--- src/design/cbsmb_defs.svh ---
// Offsets, field positions, reset values and timing counts of the
// clock buffer bus target. Included by bare name; definitions only.
`ifndef CBSMB_DEFS_SVH
`define CBSMB_DEFS_SVH
`define CBSMB_OFS_CTRL     8'h00
`define CBSMB_OFS_OE_LO    8'h01
`define CBSMB_OFS_OE_HI    8'h02
`define CBSMB_OFS_RSV_A    8'h03
`define CBSMB_OFS_RSV_B    8'h04
`define CBSMB_OFS_BCNT     8'h07
`define CBSMB_BIT_FREQ     0
`define CBSMB_BIT_MODE_LO  1
`define CBSMB_BIT_MODE_HI  2
`define CBSMB_BIT_SWEN     3
`define CBSMB_BIT_CMD_BYTE 7
`define CBSMB_RST_MODE     2'h3
`define CBSMB_RST_SWEN     1'h0
`define CBSMB_RST_OE_LO    8'hFF
`define CBSMB_RST_OE_HI    4'hF
`define CBSMB_RST_BCNT     5'h08
`define CBSMB_MAX_COUNT    6'h20
`define CBSMB_CAP_DELAY    2'h3
`define CBSMB_DEV_ADDR     7'h6C
`endif

--- src/design/placeholder_none.sv ---
// Intentionally empty companion; no logic.
`default_nettype none
`default_nettype wire

--- src/design/cbsmb_pkg.sv ---
// Types of the clock buffer bus target.
// Assumes nothing beyond a SystemVerilog compiler.
`default_nettype none
package cbsmb_pkg;
  typedef enum logic [2:0] {
    CBSMB_IDLE = 3'h0,
    CBSMB_RX   = 3'h1,
    CBSMB_ACK  = 3'h3,
    CBSMB_TX   = 3'h2,
    CBSMB_RACK = 3'h6,
    CBSMB_SKIP = 3'h7
  } cbsmb_state_t;

  typedef struct packed {
    cbsmb_state_t st;
    logic [3:0]   bitcnt;
    logic [7:0]   shreg;
    logic [1:0]   wb;
    logic         rw;
    logic         blk;
    logic         cnt_sent;
    logic         hacked;
    logic         sda_oe;
    logic         scl_d;
    logic         sda_d;
    logic [7:0]   idx;
    logic         sw_en;
    logic [1:0]   mode;
    logic [11:0]  oe_bits;
    logic [4:0]   bcnt;
    logic         freq_cap;
    logic [1:0]   pll_cap;
    logic [1:0]   cap_cnt;
    logic         cap_done;
    logic [1:0]   pll_eff;
    logic [11:0]  out_en;
  } cbsmb_regs_t;

  typedef struct packed {
    logic [5:0] s1;
    logic [5:0] s2;
  } cbsmb_sync_t;
endpackage
`default_nettype wire

--- src/design/cbsmb_sync.sv ---
// Two-flop synchroniser for the pins of the clock buffer target.
// Assumes the pins are asynchronous to i_mclk.
`default_nettype none
module cbsmb_sync
  import cbsmb_pkg::*;
(
  // Clock and reset
  input  wire logic       i_mclk,
  input  wire logic       i_rst,
  // Pins in, synchronised out
  input  wire logic [5:0] i_async,
  output var  logic [5:0] o_sync
);
  cbsmb_sync_t sync_reg;
  cbsmb_sync_t sync_next;

  always_comb begin
    sync_next    = sync_reg;
    sync_next.s1 = i_async;
    sync_next.s2 = sync_reg.s1;
  end

  always_ff @(posedge i_mclk) begin
    if (i_rst) begin
      sync_reg <= '1; // Pins idle high
    end else begin
      sync_reg <= sync_next;
    end
  end

  assign o_sync = sync_reg.s2;
endmodule // cbsmb_sync
`default_nettype wire

--- src/design/cbsmb_target.sv ---
// SMBus target and control registers of a twelve-output clock buffer.
// Assumes SCL/SDA/strap pins are asynchronous; SDA is open drain.
// Behaviour
// - Byte accesses name the register in the command byte after address.
// - Command bit 7 set means byte access, clear means block access.
// - After repeated start and read address, device returns register data.
// - Block read command has bit 7 clear; device acks that index.
// - Block read returns a count 1 to 31 first, then data bytes.
// - Block write takes command bits 6:0 as starting register index.
// - Command zero starts a block write at register zero.
// - Device acks every byte received in a block write.
// - Register 0 bit 3 chooses strap or software PLL mode, reset 0.
// - Register 0 bits 2:1 are software PLL mode, each resetting to 1.
// - Register 0 bits 7:6 always return the captured strap PLL mode.
// - Registers 3 and 4 and register 0 bits 5:4 read zero.
// - PLL code 00 low bandwidth, 01 bypass, 11 high bandwidth.
// - In power down the bus pins float and registers keep values.
// - Byte count register sets block read length, reset eight.
`default_nettype none
`include "cbsmb_defs.svh"
module cbsmb_target
  import cbsmb_pkg::*;
#(
  parameter logic [6:0] DEV_ADDR = `CBSMB_DEV_ADDR
)(
  // Clock and reset
  input  wire logic        i_mclk,
  input  wire logic        i_rst,
  // SMBus pins
  input  wire logic        i_scl,
  input  wire logic        i_sda,
  output var  logic        o_sda,
  output var  logic        o_sda_oe,
  // Straps and power down
  input  wire logic        i_output_frequency_strap,
  input  wire logic [1:0]  i_pll_bandwidth_strap,
  input  wire logic        i_power_down_n,
  // Clock path controls
  output var  logic [11:0] o_differential_clock_out_en,
  output var  logic [1:0]  o_pll_mode,
  output var  logic        o_output_frequency_sel
);
  cbsmb_regs_t r_reg;
  cbsmb_regs_t r_next;
  logic [5:0]  pins_s;
  logic        scl;
  logic        sda;
  logic        pdn;
  logic        frq;
  logic [1:0]  pll;
  logic        rise;
  logic        fall;
  logic        start;
  logic        stop;
  logic        load;
  logic [7:0]  txb;
  logic        ev_cmd;
  logic        ev_wr;
  logic        ev_cnt;

  ////////////////////////////////////////////////////////////////////////
  // Pin synchronisers
  cbsmb_sync u_sync (
    .i_mclk  (i_mclk),
    .i_rst   (i_rst),
    .i_async ({i_power_down_n, i_pll_bandwidth_strap,
               i_output_frequency_strap, i_sda, i_scl}),
    .o_sync  (pins_s)
  );

  assign scl   = pins_s[0];
  assign sda   = pins_s[1];
  assign frq   = pins_s[2];
  assign pll   = pins_s[4:3];
  assign pdn   = pins_s[5];
  assign rise  = scl & ~r_reg.scl_d;
  assign fall  = ~scl & r_reg.scl_d;
  assign start = scl & r_reg.scl_d & r_reg.sda_d & ~sda;
  assign stop  = scl & r_reg.scl_d & ~r_reg.sda_d & sda;

  ////////////////////////////////////////////////////////////////////////
  // Register readback
  function automatic logic [7:0] rd_reg(input logic [7:0] a,
                                        input cbsmb_regs_t s);
    logic [7:0] v;
    v = 8'h00;
    case (a)
      `CBSMB_OFS_CTRL: v = {s.pll_cap, 2'h0, s.sw_en, s.mode,
                            s.freq_cap};
      `CBSMB_OFS_OE_LO: v = s.oe_bits[7:0];
      `CBSMB_OFS_OE_HI: v = {4'h0, s.oe_bits[11:8]};
      `CBSMB_OFS_BCNT:  v = {3'h0, s.bcnt};
      default: v = 8'h00;
    endcase
    return v;
  endfunction

  ////////////////////////////////////////////////////////////////////////
  // Next state
  always_comb begin
    r_next       = r_reg;
    load         = 1'b0;
    txb          = 8'h00;
    ev_cmd       = 1'b0;
    ev_wr        = 1'b0;
    ev_cnt       = 1'b0;
    r_next.scl_d = scl;
    r_next.sda_d = sda;
    if (!r_reg.cap_done) begin
      r_next.cap_cnt = r_reg.cap_cnt + 2'h1;
      if (r_reg.cap_cnt == `CBSMB_CAP_DELAY) begin
        r_next.freq_cap = frq;
        r_next.pll_cap  = pll;
        r_next.cap_done = 1'b1;
      end
    end
    r_next.pll_eff = r_reg.sw_en ? r_reg.mode : r_reg.pll_cap;
    r_next.out_en  = pdn ? r_reg.oe_bits : 12'h000;
    if (!pdn) begin
      r_next.st     = CBSMB_IDLE;
      r_next.sda_oe = 1'b0;
    end else if (start) begin
      r_next.st       = CBSMB_RX;
      r_next.bitcnt   = 4'h0;
      r_next.wb       = 2'h0;
      r_next.cnt_sent = 1'b0;
      r_next.sda_oe   = 1'b0;
    end else if (stop) begin
      r_next.st     = CBSMB_IDLE;
      r_next.sda_oe = 1'b0;
    end else begin
      case (r_reg.st)
        CBSMB_RX: begin
          if (rise) begin
            r_next.shreg  = {r_reg.shreg[6:0], sda};
            r_next.bitcnt = r_reg.bitcnt + 4'h1;
          end
          if (fall && r_reg.bitcnt == 4'h8) begin
            r_next.bitcnt = 4'h0;
            r_next.st     = CBSMB_ACK;
            r_next.sda_oe = 1'b1;
            if (r_reg.wb == 2'h0) begin
              r_next.rw = r_reg.shreg[0];
              if (r_reg.shreg[7:1] != DEV_ADDR) begin
                r_next.st     = CBSMB_SKIP;
                r_next.sda_oe = 1'b0;
              end
            end else if (r_reg.wb == 2'h1) begin
              ev_cmd       = 1'b1;
              r_next.blk   = ~r_reg.shreg[`CBSMB_BIT_CMD_BYTE];
              r_next.idx   = {1'b0, r_reg.shreg[6:0]};
            end else if (r_reg.wb == 2'h3 || !r_reg.blk) begin
              ev_wr      = 1'b1;
              r_next.idx = r_reg.idx + 8'h01;
              case (r_reg.idx)
                `CBSMB_OFS_CTRL: begin
                  r_next.sw_en = r_reg.shreg[`CBSMB_BIT_SWEN];
                  r_next.mode  = r_reg.shreg[`CBSMB_BIT_MODE_HI:
                                             `CBSMB_BIT_MODE_LO];
                end
                `CBSMB_OFS_OE_LO: r_next.oe_bits[7:0] = r_reg.shreg;
                `CBSMB_OFS_OE_HI: r_next.oe_bits[11:8] = r_reg.shreg[3:0];
                `CBSMB_OFS_BCNT:  r_next.bcnt = r_reg.shreg[4:0];
                default: ;
              endcase
            end
            if (r_reg.wb != 2'h3) begin
              r_next.wb = r_reg.wb + 2'h1;
            end
          end
        end
        CBSMB_ACK: begin
          if (fall) begin
            r_next.sda_oe = 1'b0;
            if (r_reg.rw) begin
              load = 1'b1;
            end else begin
              r_next.st = CBSMB_RX;
            end
          end
        end
        CBSMB_TX: begin
          if (fall) begin
            r_next.bitcnt = r_reg.bitcnt + 4'h1;
            r_next.shreg  = {r_reg.shreg[6:0], 1'b0};
            r_next.sda_oe = ~r_reg.shreg[6];
            if (r_reg.bitcnt == 4'h7) begin
              r_next.st     = CBSMB_RACK;
              r_next.sda_oe = 1'b0;
            end
          end
        end
        CBSMB_RACK: begin
          if (rise) begin
            r_next.hacked = ~sda;
          end
          if (fall) begin
            if (r_reg.hacked) begin
              load = 1'b1;
            end else begin
              r_next.st = CBSMB_SKIP;
            end
          end
        end
        CBSMB_IDLE, CBSMB_SKIP: ;
        default: r_next.st = CBSMB_IDLE;
      endcase
    end
    if (load) begin
      if (r_reg.blk && !r_reg.cnt_sent) begin
        ev_cnt          = 1'b1;
        r_next.cnt_sent = 1'b1;
        txb = (r_reg.bcnt == 5'h00) ? 8'h01 : {3'h0, r_reg.bcnt};
      end else begin
        txb        = rd_reg(r_reg.idx, r_reg);
        r_next.idx = r_reg.idx + 8'h01;
      end
      r_next.shreg  = txb;
      r_next.bitcnt = 4'h0;
      r_next.sda_oe = ~txb[7];
      r_next.st     = CBSMB_TX;
    end
  end

  ////////////////////////////////////////////////////////////////////////
  // State register
  always_ff @(posedge i_mclk) begin
    if (i_rst) begin
      r_reg         <= '0;
      r_reg.scl_d   <= 1'b1;
      r_reg.sda_d   <= 1'b1;
      r_reg.sw_en   <= `CBSMB_RST_SWEN;
      r_reg.mode    <= `CBSMB_RST_MODE;
      r_reg.oe_bits <= {`CBSMB_RST_OE_HI, `CBSMB_RST_OE_LO};
      r_reg.bcnt    <= `CBSMB_RST_BCNT;
    end else begin
      r_reg <= r_next;
    end
  end

  assign o_sda                      = 1'b0;
  assign o_sda_oe                   = r_reg.sda_oe;
  assign o_differential_clock_out_en = r_reg.out_en;
  assign o_pll_mode                 = r_reg.pll_eff;
  assign o_output_frequency_sel     = r_reg.freq_cap;
endmodule // cbsmb_target
`default_nettype wire

--- config.mk ---
export PLATFORM = sky130hd
export DESIGN_NAME = cbsmb_target
export DESIGN_NICKNAME = d
export VERILOG_FILES = /design/src/design/placeholder_none.sv /design/src/design/cbsmb_pkg.sv /design/src/design/cbsmb_sync.sv /design/src/design/cbsmb_target.sv
export VERILOG_INCLUDE_DIRS = /design/src /design/src/design
export SDC_FILE = /design/constraint.sdc
export NUM_CORES = 1
export LEC_CHECK = 0
export BUFFER_PORTS_ARGS = -buffer_cell sky130_fd_sc_hd__clkbuf_2
export CORE_ASPECT_RATIO = 1.5
export CORE_UTILIZATION = 33
export CTS_CLUSTER_DIAMETER = 60
export DETAILED_ROUTE_END_ITERATION = 8
export PLACE_DENSITY = 0.46
export SLEW_MARGIN = 5
export SYNTH_ARGS = -nofsm -noshare
export SYNTH_HDL_FRONTEND = slang
export SYNTH_HIERARCHICAL = 1
export SYNTH_SLANG_ARGS = --single-unit
--- constraint.sdc ---
create_clock -name i_mclk -period 5.33 [get_ports i_mclk]
set_input_delay 0.2665 -clock i_mclk [delete_from_list [all_inputs] [get_ports i_mclk]]
set_output_delay 0.2665 -clock i_mclk [all_outputs]
set_load 0.005 [all_outputs]
==> flow_metrics.py, run 1 <==
metrics = {
    "pwr": {
        "ir_drop_v": 0.000153,
        "p_int_mw": 1.06,
        "power_density_nw_per_um2": 310,
        "p_sw_uw": 355,
        "power.leakage_nw": 1.90,
        "p_seq_share_pct": 47.0,
        "sw_frac_of_total_pct": 25.1,
        "p_comb_share_pct": 5.9,
        "power_frac_clock_pct": 47.1,
    },
    "detailed_routing": {
        "drt-total-wl_microns": 10800,
        "num_vias": 3317,
        "avgRoutedWirePerCell_microns": 17.7,
        "vias_per_cell": 5.42,
        "firstDrtPassIters": 5,
        "drc": 0,
        "drt_iter0_drc": 239,
        "ant_nets": 0,
    },
    "logic_synthesis": {
        "syn_area_sq_um": 4150,
        "synth.net_count": 480,
        "synth.most_common_cell": "dfxtp_1",
        "ys_top_cells_by_count": "dfxtp_1, nor2_1, mux2i_1",
        "synth_top_cell_area_share_pct": 40.5,
        "ys_ff_latch": 84,
        "synthAdderAreaFrac_pct": 3.01,
        "synth-simple-area-share_pct": 23.8,
        "synth-xor-area-share_pct": 1.69,
        "synth-seq-area-share_pct": 40.5,
        "yosys.area.top_type": "dfxtp_1",
        "netlist_top_cells_area": "dfxtp_1, mux2i_1, nor2_1, ha_1, buf_4",
        "synth-edff-count": 0,
        "synth_ff_type": "dfxtp_1",
        "postSynthAreaPerCell_sq_um": 8.99,
        "synthArstFlopShare_pct": 0,
        "synth-compound-area-share_pct": 16.8,
        "synth_top_family_by_area": "simple AND/OR/NAND/NOR gates",
        "synthMuxAreaShare_pct": 7.50,
        "ys_types": 68,
        "syn_inst": 462,
        "ys_warn_count": 6,
    },
    "clock_tree": {
        "post_cts.repair.setup_buffers": 0,
        "cts_tree": "built",
        "h-tree-depth": 3,
        "clk_path_buf_depth": 2,
        "cts_sinks": 84,
        "cts-hold-fix-buffers": 0,
        "clk_latency_ns": 0.35,
        "clkTransAtPathRegs_ns": 0.07,
        "cts_buffers": 9,
        "clockRootBuffer": "clkbuf_16",
        "post_cts_resized": 0,
    },
    "finish": {
        "multi_input_area_sq_um": 2200,
        "regArea_sq_um": 1680,
        "areaGrowthSynthToFinish_pct": 9.73,
        "final_cells": 612,
        "nNetsFinal": 472,
        "diodes": 0,
        "largest_reg_flops": 56,
        "nFillCells": 1245,
        "drive_gt1_share_pct": 12.0,
    },
    "grt": {
        "grt_pass1_wl_microns": 17400,
        "overflow": 0,
        "grt_antenna_before_repair": 0,
        "gr-usage-all-layers_pct": 17.4,
        "grt_pass1_vias": 3182,
        "grt_max_degree": 67,
    },
    "die": {
        "start_util_pct": 34.2,
        "die_x_microns": 93.6,
        "dieArea_sq_um": 13000,
        "top_level_ports": 25,
        "core_area_sq_um": 12100,
        "die_y_microns": 139,
        "rows": 49,
    },
    "critical_path": {
        "reg2reg_to": "r_reg[44]",
        "crit_fanout": 16,
        "ff2ff_setup_slack_ns": 2.79,
        "required_ns": 5.62,
        "worstSetupStartpointType": "flop",
        "regToRegStartpoint": "r_reg[71]",
        "cp.arrival_ns": 2.83,
        "path_class": "reg -> reg",
        "ff2ff_path_depth": 5,
        "cp-end-kind": "flop",
    },
    "timing": {
        "setup_violations": 0,
        "rsz0062_at_grt": "false",
        "slew_violations": 0,
        "relSlewSlack_pct": 37.5,
        "period_needed_ns": 2.54,
        "finalSetupTns_ns": 0,
        "fin_hold_ws_ns": 0.0921,
        "max_clock_freq_ghz": 0.394,
        "clock_skew_ns": 0.0106,
        "finalHoldViolCount": 0,
        "tightest_slew_ns": 0.937,
        "finalWorstSetupSlack_ns": 2.79,
        "min_period_over_period_pct": 47.7,
    },
    "hold_path": {
        "hold_path_depth": 2,
        "worstHoldStart": "i_output_frequency_strap",
        "hold_end": "u_sync/sync_next[2]",
        "min_path_type": "in -> reg",
    },
    "outcome": {
        "status": "finished, final reports clean",
    },
    "placed_design": {
        "place_inst": 596,
        "gp_congestion": 0.846,
        "place.detailed.hpwl_microns": 7780,
        "port_buffers": 23,
        "dp_slack_ns": 2.81,
    },
    "run": {
        "max-cap-violations": 0,
    },
}
per-layer routing:
metal | vias to the layer above | global-route usage (%) | routed length (microns)
met5 | - | 0 | 0
met4 | 0 | 7.45 | 239
met3 | 21 | 2.95 | 385
met2 | 80 | 30.8 | 5650
met1 | 1576 | 20.4 | 4550
li1 | 1640 | - | -
cell families after synthesis:
group                    Yosys count
flip-flops                        84
other                              1
buffers and inverters             55
XOR/XNOR                           8
AND/OR/NAND/NOR                  178
adder cells (fa/ha/maj)           10
AO/OA/AOI/OAI                     95
multiplexers                      31
metrics by stage:
stage          power (mW)  cell area, sq um  util (%)
5_1_grt              1.47              4560      37.5
2_1_floorplan       0.744              4150         -
3_5_place_dp        0.763              4240      34.9
4_1_cts              1.43              4560      37.5
3_3_place_gp        0.762              4240      34.9
6_report             1.41              4560      37.5
worst max path at each step:
stage / startpoint / to / slack (ns)
6_report: r_reg[71] / r_reg[44] / 2.79
2_1_floorplan: r_reg[71] / r_reg[42] / 3.24
3_5_place_dp: r_reg[69] / r_reg[67] / 2.81
3_3_place_gp: r_reg[69] / r_reg[68] / 2.84
4_1_cts: r_reg[69] / r_reg[67] / 2.80
5_1_grt: u_sync/o_sync[5] / r_reg[23] / 2.57
layout make-up:
class | instances | share of cell area [%]
multi-input combinational | 323 | 48.3
sequential | 84 | 36.9
clock buffer | 9 | 4.94
tap | 153 | 4.20
timing repair buffer | 24 | 2.69
clock inverter | 7 | 2.00
inverter | 12 | 0.988
critical path, cell delays in order, from the launching register on:
cell,delay (ns)
dfxtp_1,0.49
or3b_1,0.55
nor3_2,0.39
nand4b_1,0.31
nor3_1,0.50
a221o_1,0.24
power by group through the flow:
stage | sequential, mW | combinational [mW] | clock (mW)
floorplan | 0.669 | 0.0746 | 0
global placement | 0.678 | 0.0840 | 0
detailed placement | 0.678 | 0.0848 | 0
CTS | 0.664 | 0.0851 | 0.682
global route | 0.666 | 0.0947 | 0.709
finish | 0.664 | 0.0838 | 0.666
cell usage in the layout (no fill, tap or decap), types with 3 or more instances in the layout:
cell type and count:
nand4_1 4, nand2_1 18, nand3_1 13, dfxtp_1 84, ha_1 10, clkbuf_16 9
nand4b_1 3, inv_1 12, clkbuf_2 23, o21ai_0 14, nor4_1 4, o211a_1 5
and3_1 14, a21boi_0 4, or2_2 4, nor3b_1 3, xnor2_1 4, a21oi_1 13
o22ai_1 6, or3_1 3, nor2_1 52, a222oi_1 4, mux2i_1 30, or2_1 12
a31oi_1 8, nor2b_1 7, a221o_1 4, nor3_1 11, nand2b_1 5, a211oi_1 7
and2_1 4, xor2_1 4, a22oi_1 4, nand3b_1 5, a21o_1 3, inv_6 3
(Power assumes the default switching activity.)
==> run 2: changes to the inputs <==
--- a/config.mk
+++ b/config.mk
@@ -11,7 +11,7 @@
 export CORE_UTILIZATION = 33
 export CTS_CLUSTER_DIAMETER = 60
 export DETAILED_ROUTE_END_ITERATION = 8
-export PLACE_DENSITY = 0.46
+export PLACE_DENSITY = 0.47
 export SLEW_MARGIN = 5
 export SYNTH_ARGS = -nofsm -noshare
 export SYNTH_HDL_FRONTEND = slang
==> constraint.sdc (replaced) <==
create_clock -name i_mclk -period 2.15 [get_ports i_mclk]
set_input_delay 0.1075 -clock i_mclk [delete_from_list [all_inputs] [get_ports i_mclk]]
set_output_delay 0.1075 -clock i_mclk [all_outputs]
set_load 0.005 [all_outputs]
==> flow_metrics.py, run 2 (synthesis results as in run 1) <==
metrics = {
    "outcome": {
        "status": "finished, final reports clean",
    },
    "die": {
        "die_x_microns": 93.6,
        "core_area_sq_um": 12100,
        "dieArea_sq_um": 13000,
        "die_y_microns": 139,
        "top_level_ports": 25,
        "rows": 49,
        "start_util_pct": 34.2,
    },
    "detailed_routing": {
        "vias_per_cell": 5.36,
        "drc": 0,
        "drt-total-wl_microns": 11700,
        "drt_iter0_drc": 151,
        "avgRoutedWirePerCell_microns": 17.6,
        "num_vias": 3555,
        "firstDrtPassIters": 4,
        "ant_nets": 0,
    },
    "finish": {
        "final_common_cell": "dfxtp_1",
        "largest_reg_flops": 56,
        "drive_gt1_share_pct": 21.2,
        "areaGrowthSynthToFinish_pct": 20.4,
        "final_area_sq_um": 5000,
        "diodes": 0,
        "most-common-layout-cells": "dfxtp_1, nor2_1, buf_4",
        "nNetsFinal": 523,
    },
    "timing": {
        "slew_violations": 0,
        "tightest_slew_ns": 0.545,
        "min_period_over_period_pct": 97.8,
        "clock_skew_ns": 0.00616,
        "setup_violations": 0,
        "relSlewSlack_pct": 63.5,
        "finalHoldViolCount": 0,
        "rsz0062_at_grt": "true",
        "fin_hold_ws_ns": 0.194,
        "period_needed_ns": 2.10,
        "max_clock_freq_ghz": 0.476,
        "finalWorstSetupSlack_ns": 0.0472,
    },
    "run": {
        "max-cap-violations": 0,
    },
    "pwr": {
        "power.leakage_nw": 2.14,
        "power_mw": 3.45,
        "power_frac_clock_pct": 44.9,
        "ir_drop_v": 0.000354,
        "sw_frac_of_total_pct": 23.7,
        "p_int_mw": 2.63,
        "p_sw_uw": 818,
        "power_density_nw_per_um2": 690,
        "p_seq_share_pct": 47.4,
        "p_comb_share_pct": 7.7,
    },
    "critical_path": {
        "cpMaxStageDelayCell": "or4_1",
        "crit_family": "simple AND/OR/NAND/NOR gates",
        "cpPeakStageDelay_ns": 0.55,
        "critPathBufInv": 2,
        "cp-end-kind": "flop",
        "path_class": "reg -> reg",
        "cp.arrival_ns": 2.39,
        "crit_fanout": 15,
        "worstSetupStartpointType": "flop",
        "required_ns": 2.44,
        "crit_chain": "buf_6, nand3b_1, a21oi_1, buf_4, or4_1, o2111ai_1, o211a_1",
    },
    "grt": {
        "grt_max_degree": 44,
        "grt_antenna_before_repair": 0,
        "grt_pass1_wl_microns": 18900,
        "grt_pass1_vias": 3599,
        "gr-usage-all-layers_pct": 19.1,
        "overflow": 0,
    },
    "placed_design": {
        "port_buffers": 23,
        "gp_congestion": 0.829,
        "dp_slack_ns": -0.0340,
        "post_dp_cell_area_sq_um": 4590,
        "place.detailed.hpwl_microns": 8890,
    },
    "clock_tree": {
        "clk_path_buf_depth": 2,
        "clkTransAtPathRegs_ns": 0.06,
        "cts_buffers": 9,
        "post_cts.repair.setup_buffers": 0,
        "clk_latency_ns": 0.34,
        "cts_sinks": 84,
        "clockRootBuffer": "clkbuf_16",
        "cts_tree": "built",
        "h-tree-depth": 3,
    },
    "hold_path": {
        "min_path_type": "in -> reg",
    },
}
-- run 2: worst reg2reg max path, stage by stage, from the launching register on --
cell	delay [ns]
dfxtp_1	0.37
buf_6	0.19
nand3b_1	0.27
a21oi_1	0.18
buf_4	0.18
or4_1	0.55
o2111ai_1	0.13
o211a_1	0.17
-- run 2: what timing repair did --
action,4_1_cts,5_1_grt
resized for setup,1,14
hold endpoints to repair,6,0
hold buffers,6,0
pin swaps,0,2
cloned,0,0
setup endpoints to repair,15,30
-- run 2: final timing paths --
check	slack, ns	start	depth (start not counted)	end
worst max-delay path	0.05	r_reg[71]	7	r_reg[57]
worst min-delay path	0.19	i_rst	2	r_reg[64]
worst max register to register	0.05	r_reg[71]	7	r_reg[57]
worst min register to register	0.40	u_sync/sync_next[2]	1	u_sync/o_sync[2]
-- run 2: through the flow --
| step | TNS (ns) | utilization [%] | std cells |
|---|---|---|---|
| 6_report | 0 | 41.2 | 663 |
| 5_1_grt | -0.00831 | 41.2 | 663 |
| 4_1_cts | 0 | 40.8 | 663 |
| 3_5_place_dp | -0.282 | 37.8 | 641 |
| 3_3_place_gp | 0 | 37.8 | 641 |
| 2_1_floorplan | 0 | - | 462 |
-- run 2: per-layer routing --
layer  GRT usage (%)  vias up  share of wire [%]
met2            35.3       85                 54
met4            8.83        0                3.4
met1            20.9     1694                 39
li1                -     1746                  -
met5               0        -                  0
met3            2.84       30                2.9
-- run 2: power groups by stage --
stage	Combinational [mW]	Sequential [mW]	Clock [mW]
3_5_place_dp	0.253	1.67	0
6_report	0.264	1.64	1.55
2_1_floorplan	0.185	1.66	0
4_1_cts	0.263	1.64	1.60
5_1_grt	0.294	1.64	1.65
3_3_place_gp	0.251	1.67	0
-- run 2: cell type report --
class	instances	area, sq um
clock buffer	11	233
clock inverter	5	60.1
fill	1248	7140
inverter	12	45.0
multi-input combinational	323	2250
sequential	84	1690
tap	153	191
timing repair buffer	75	537
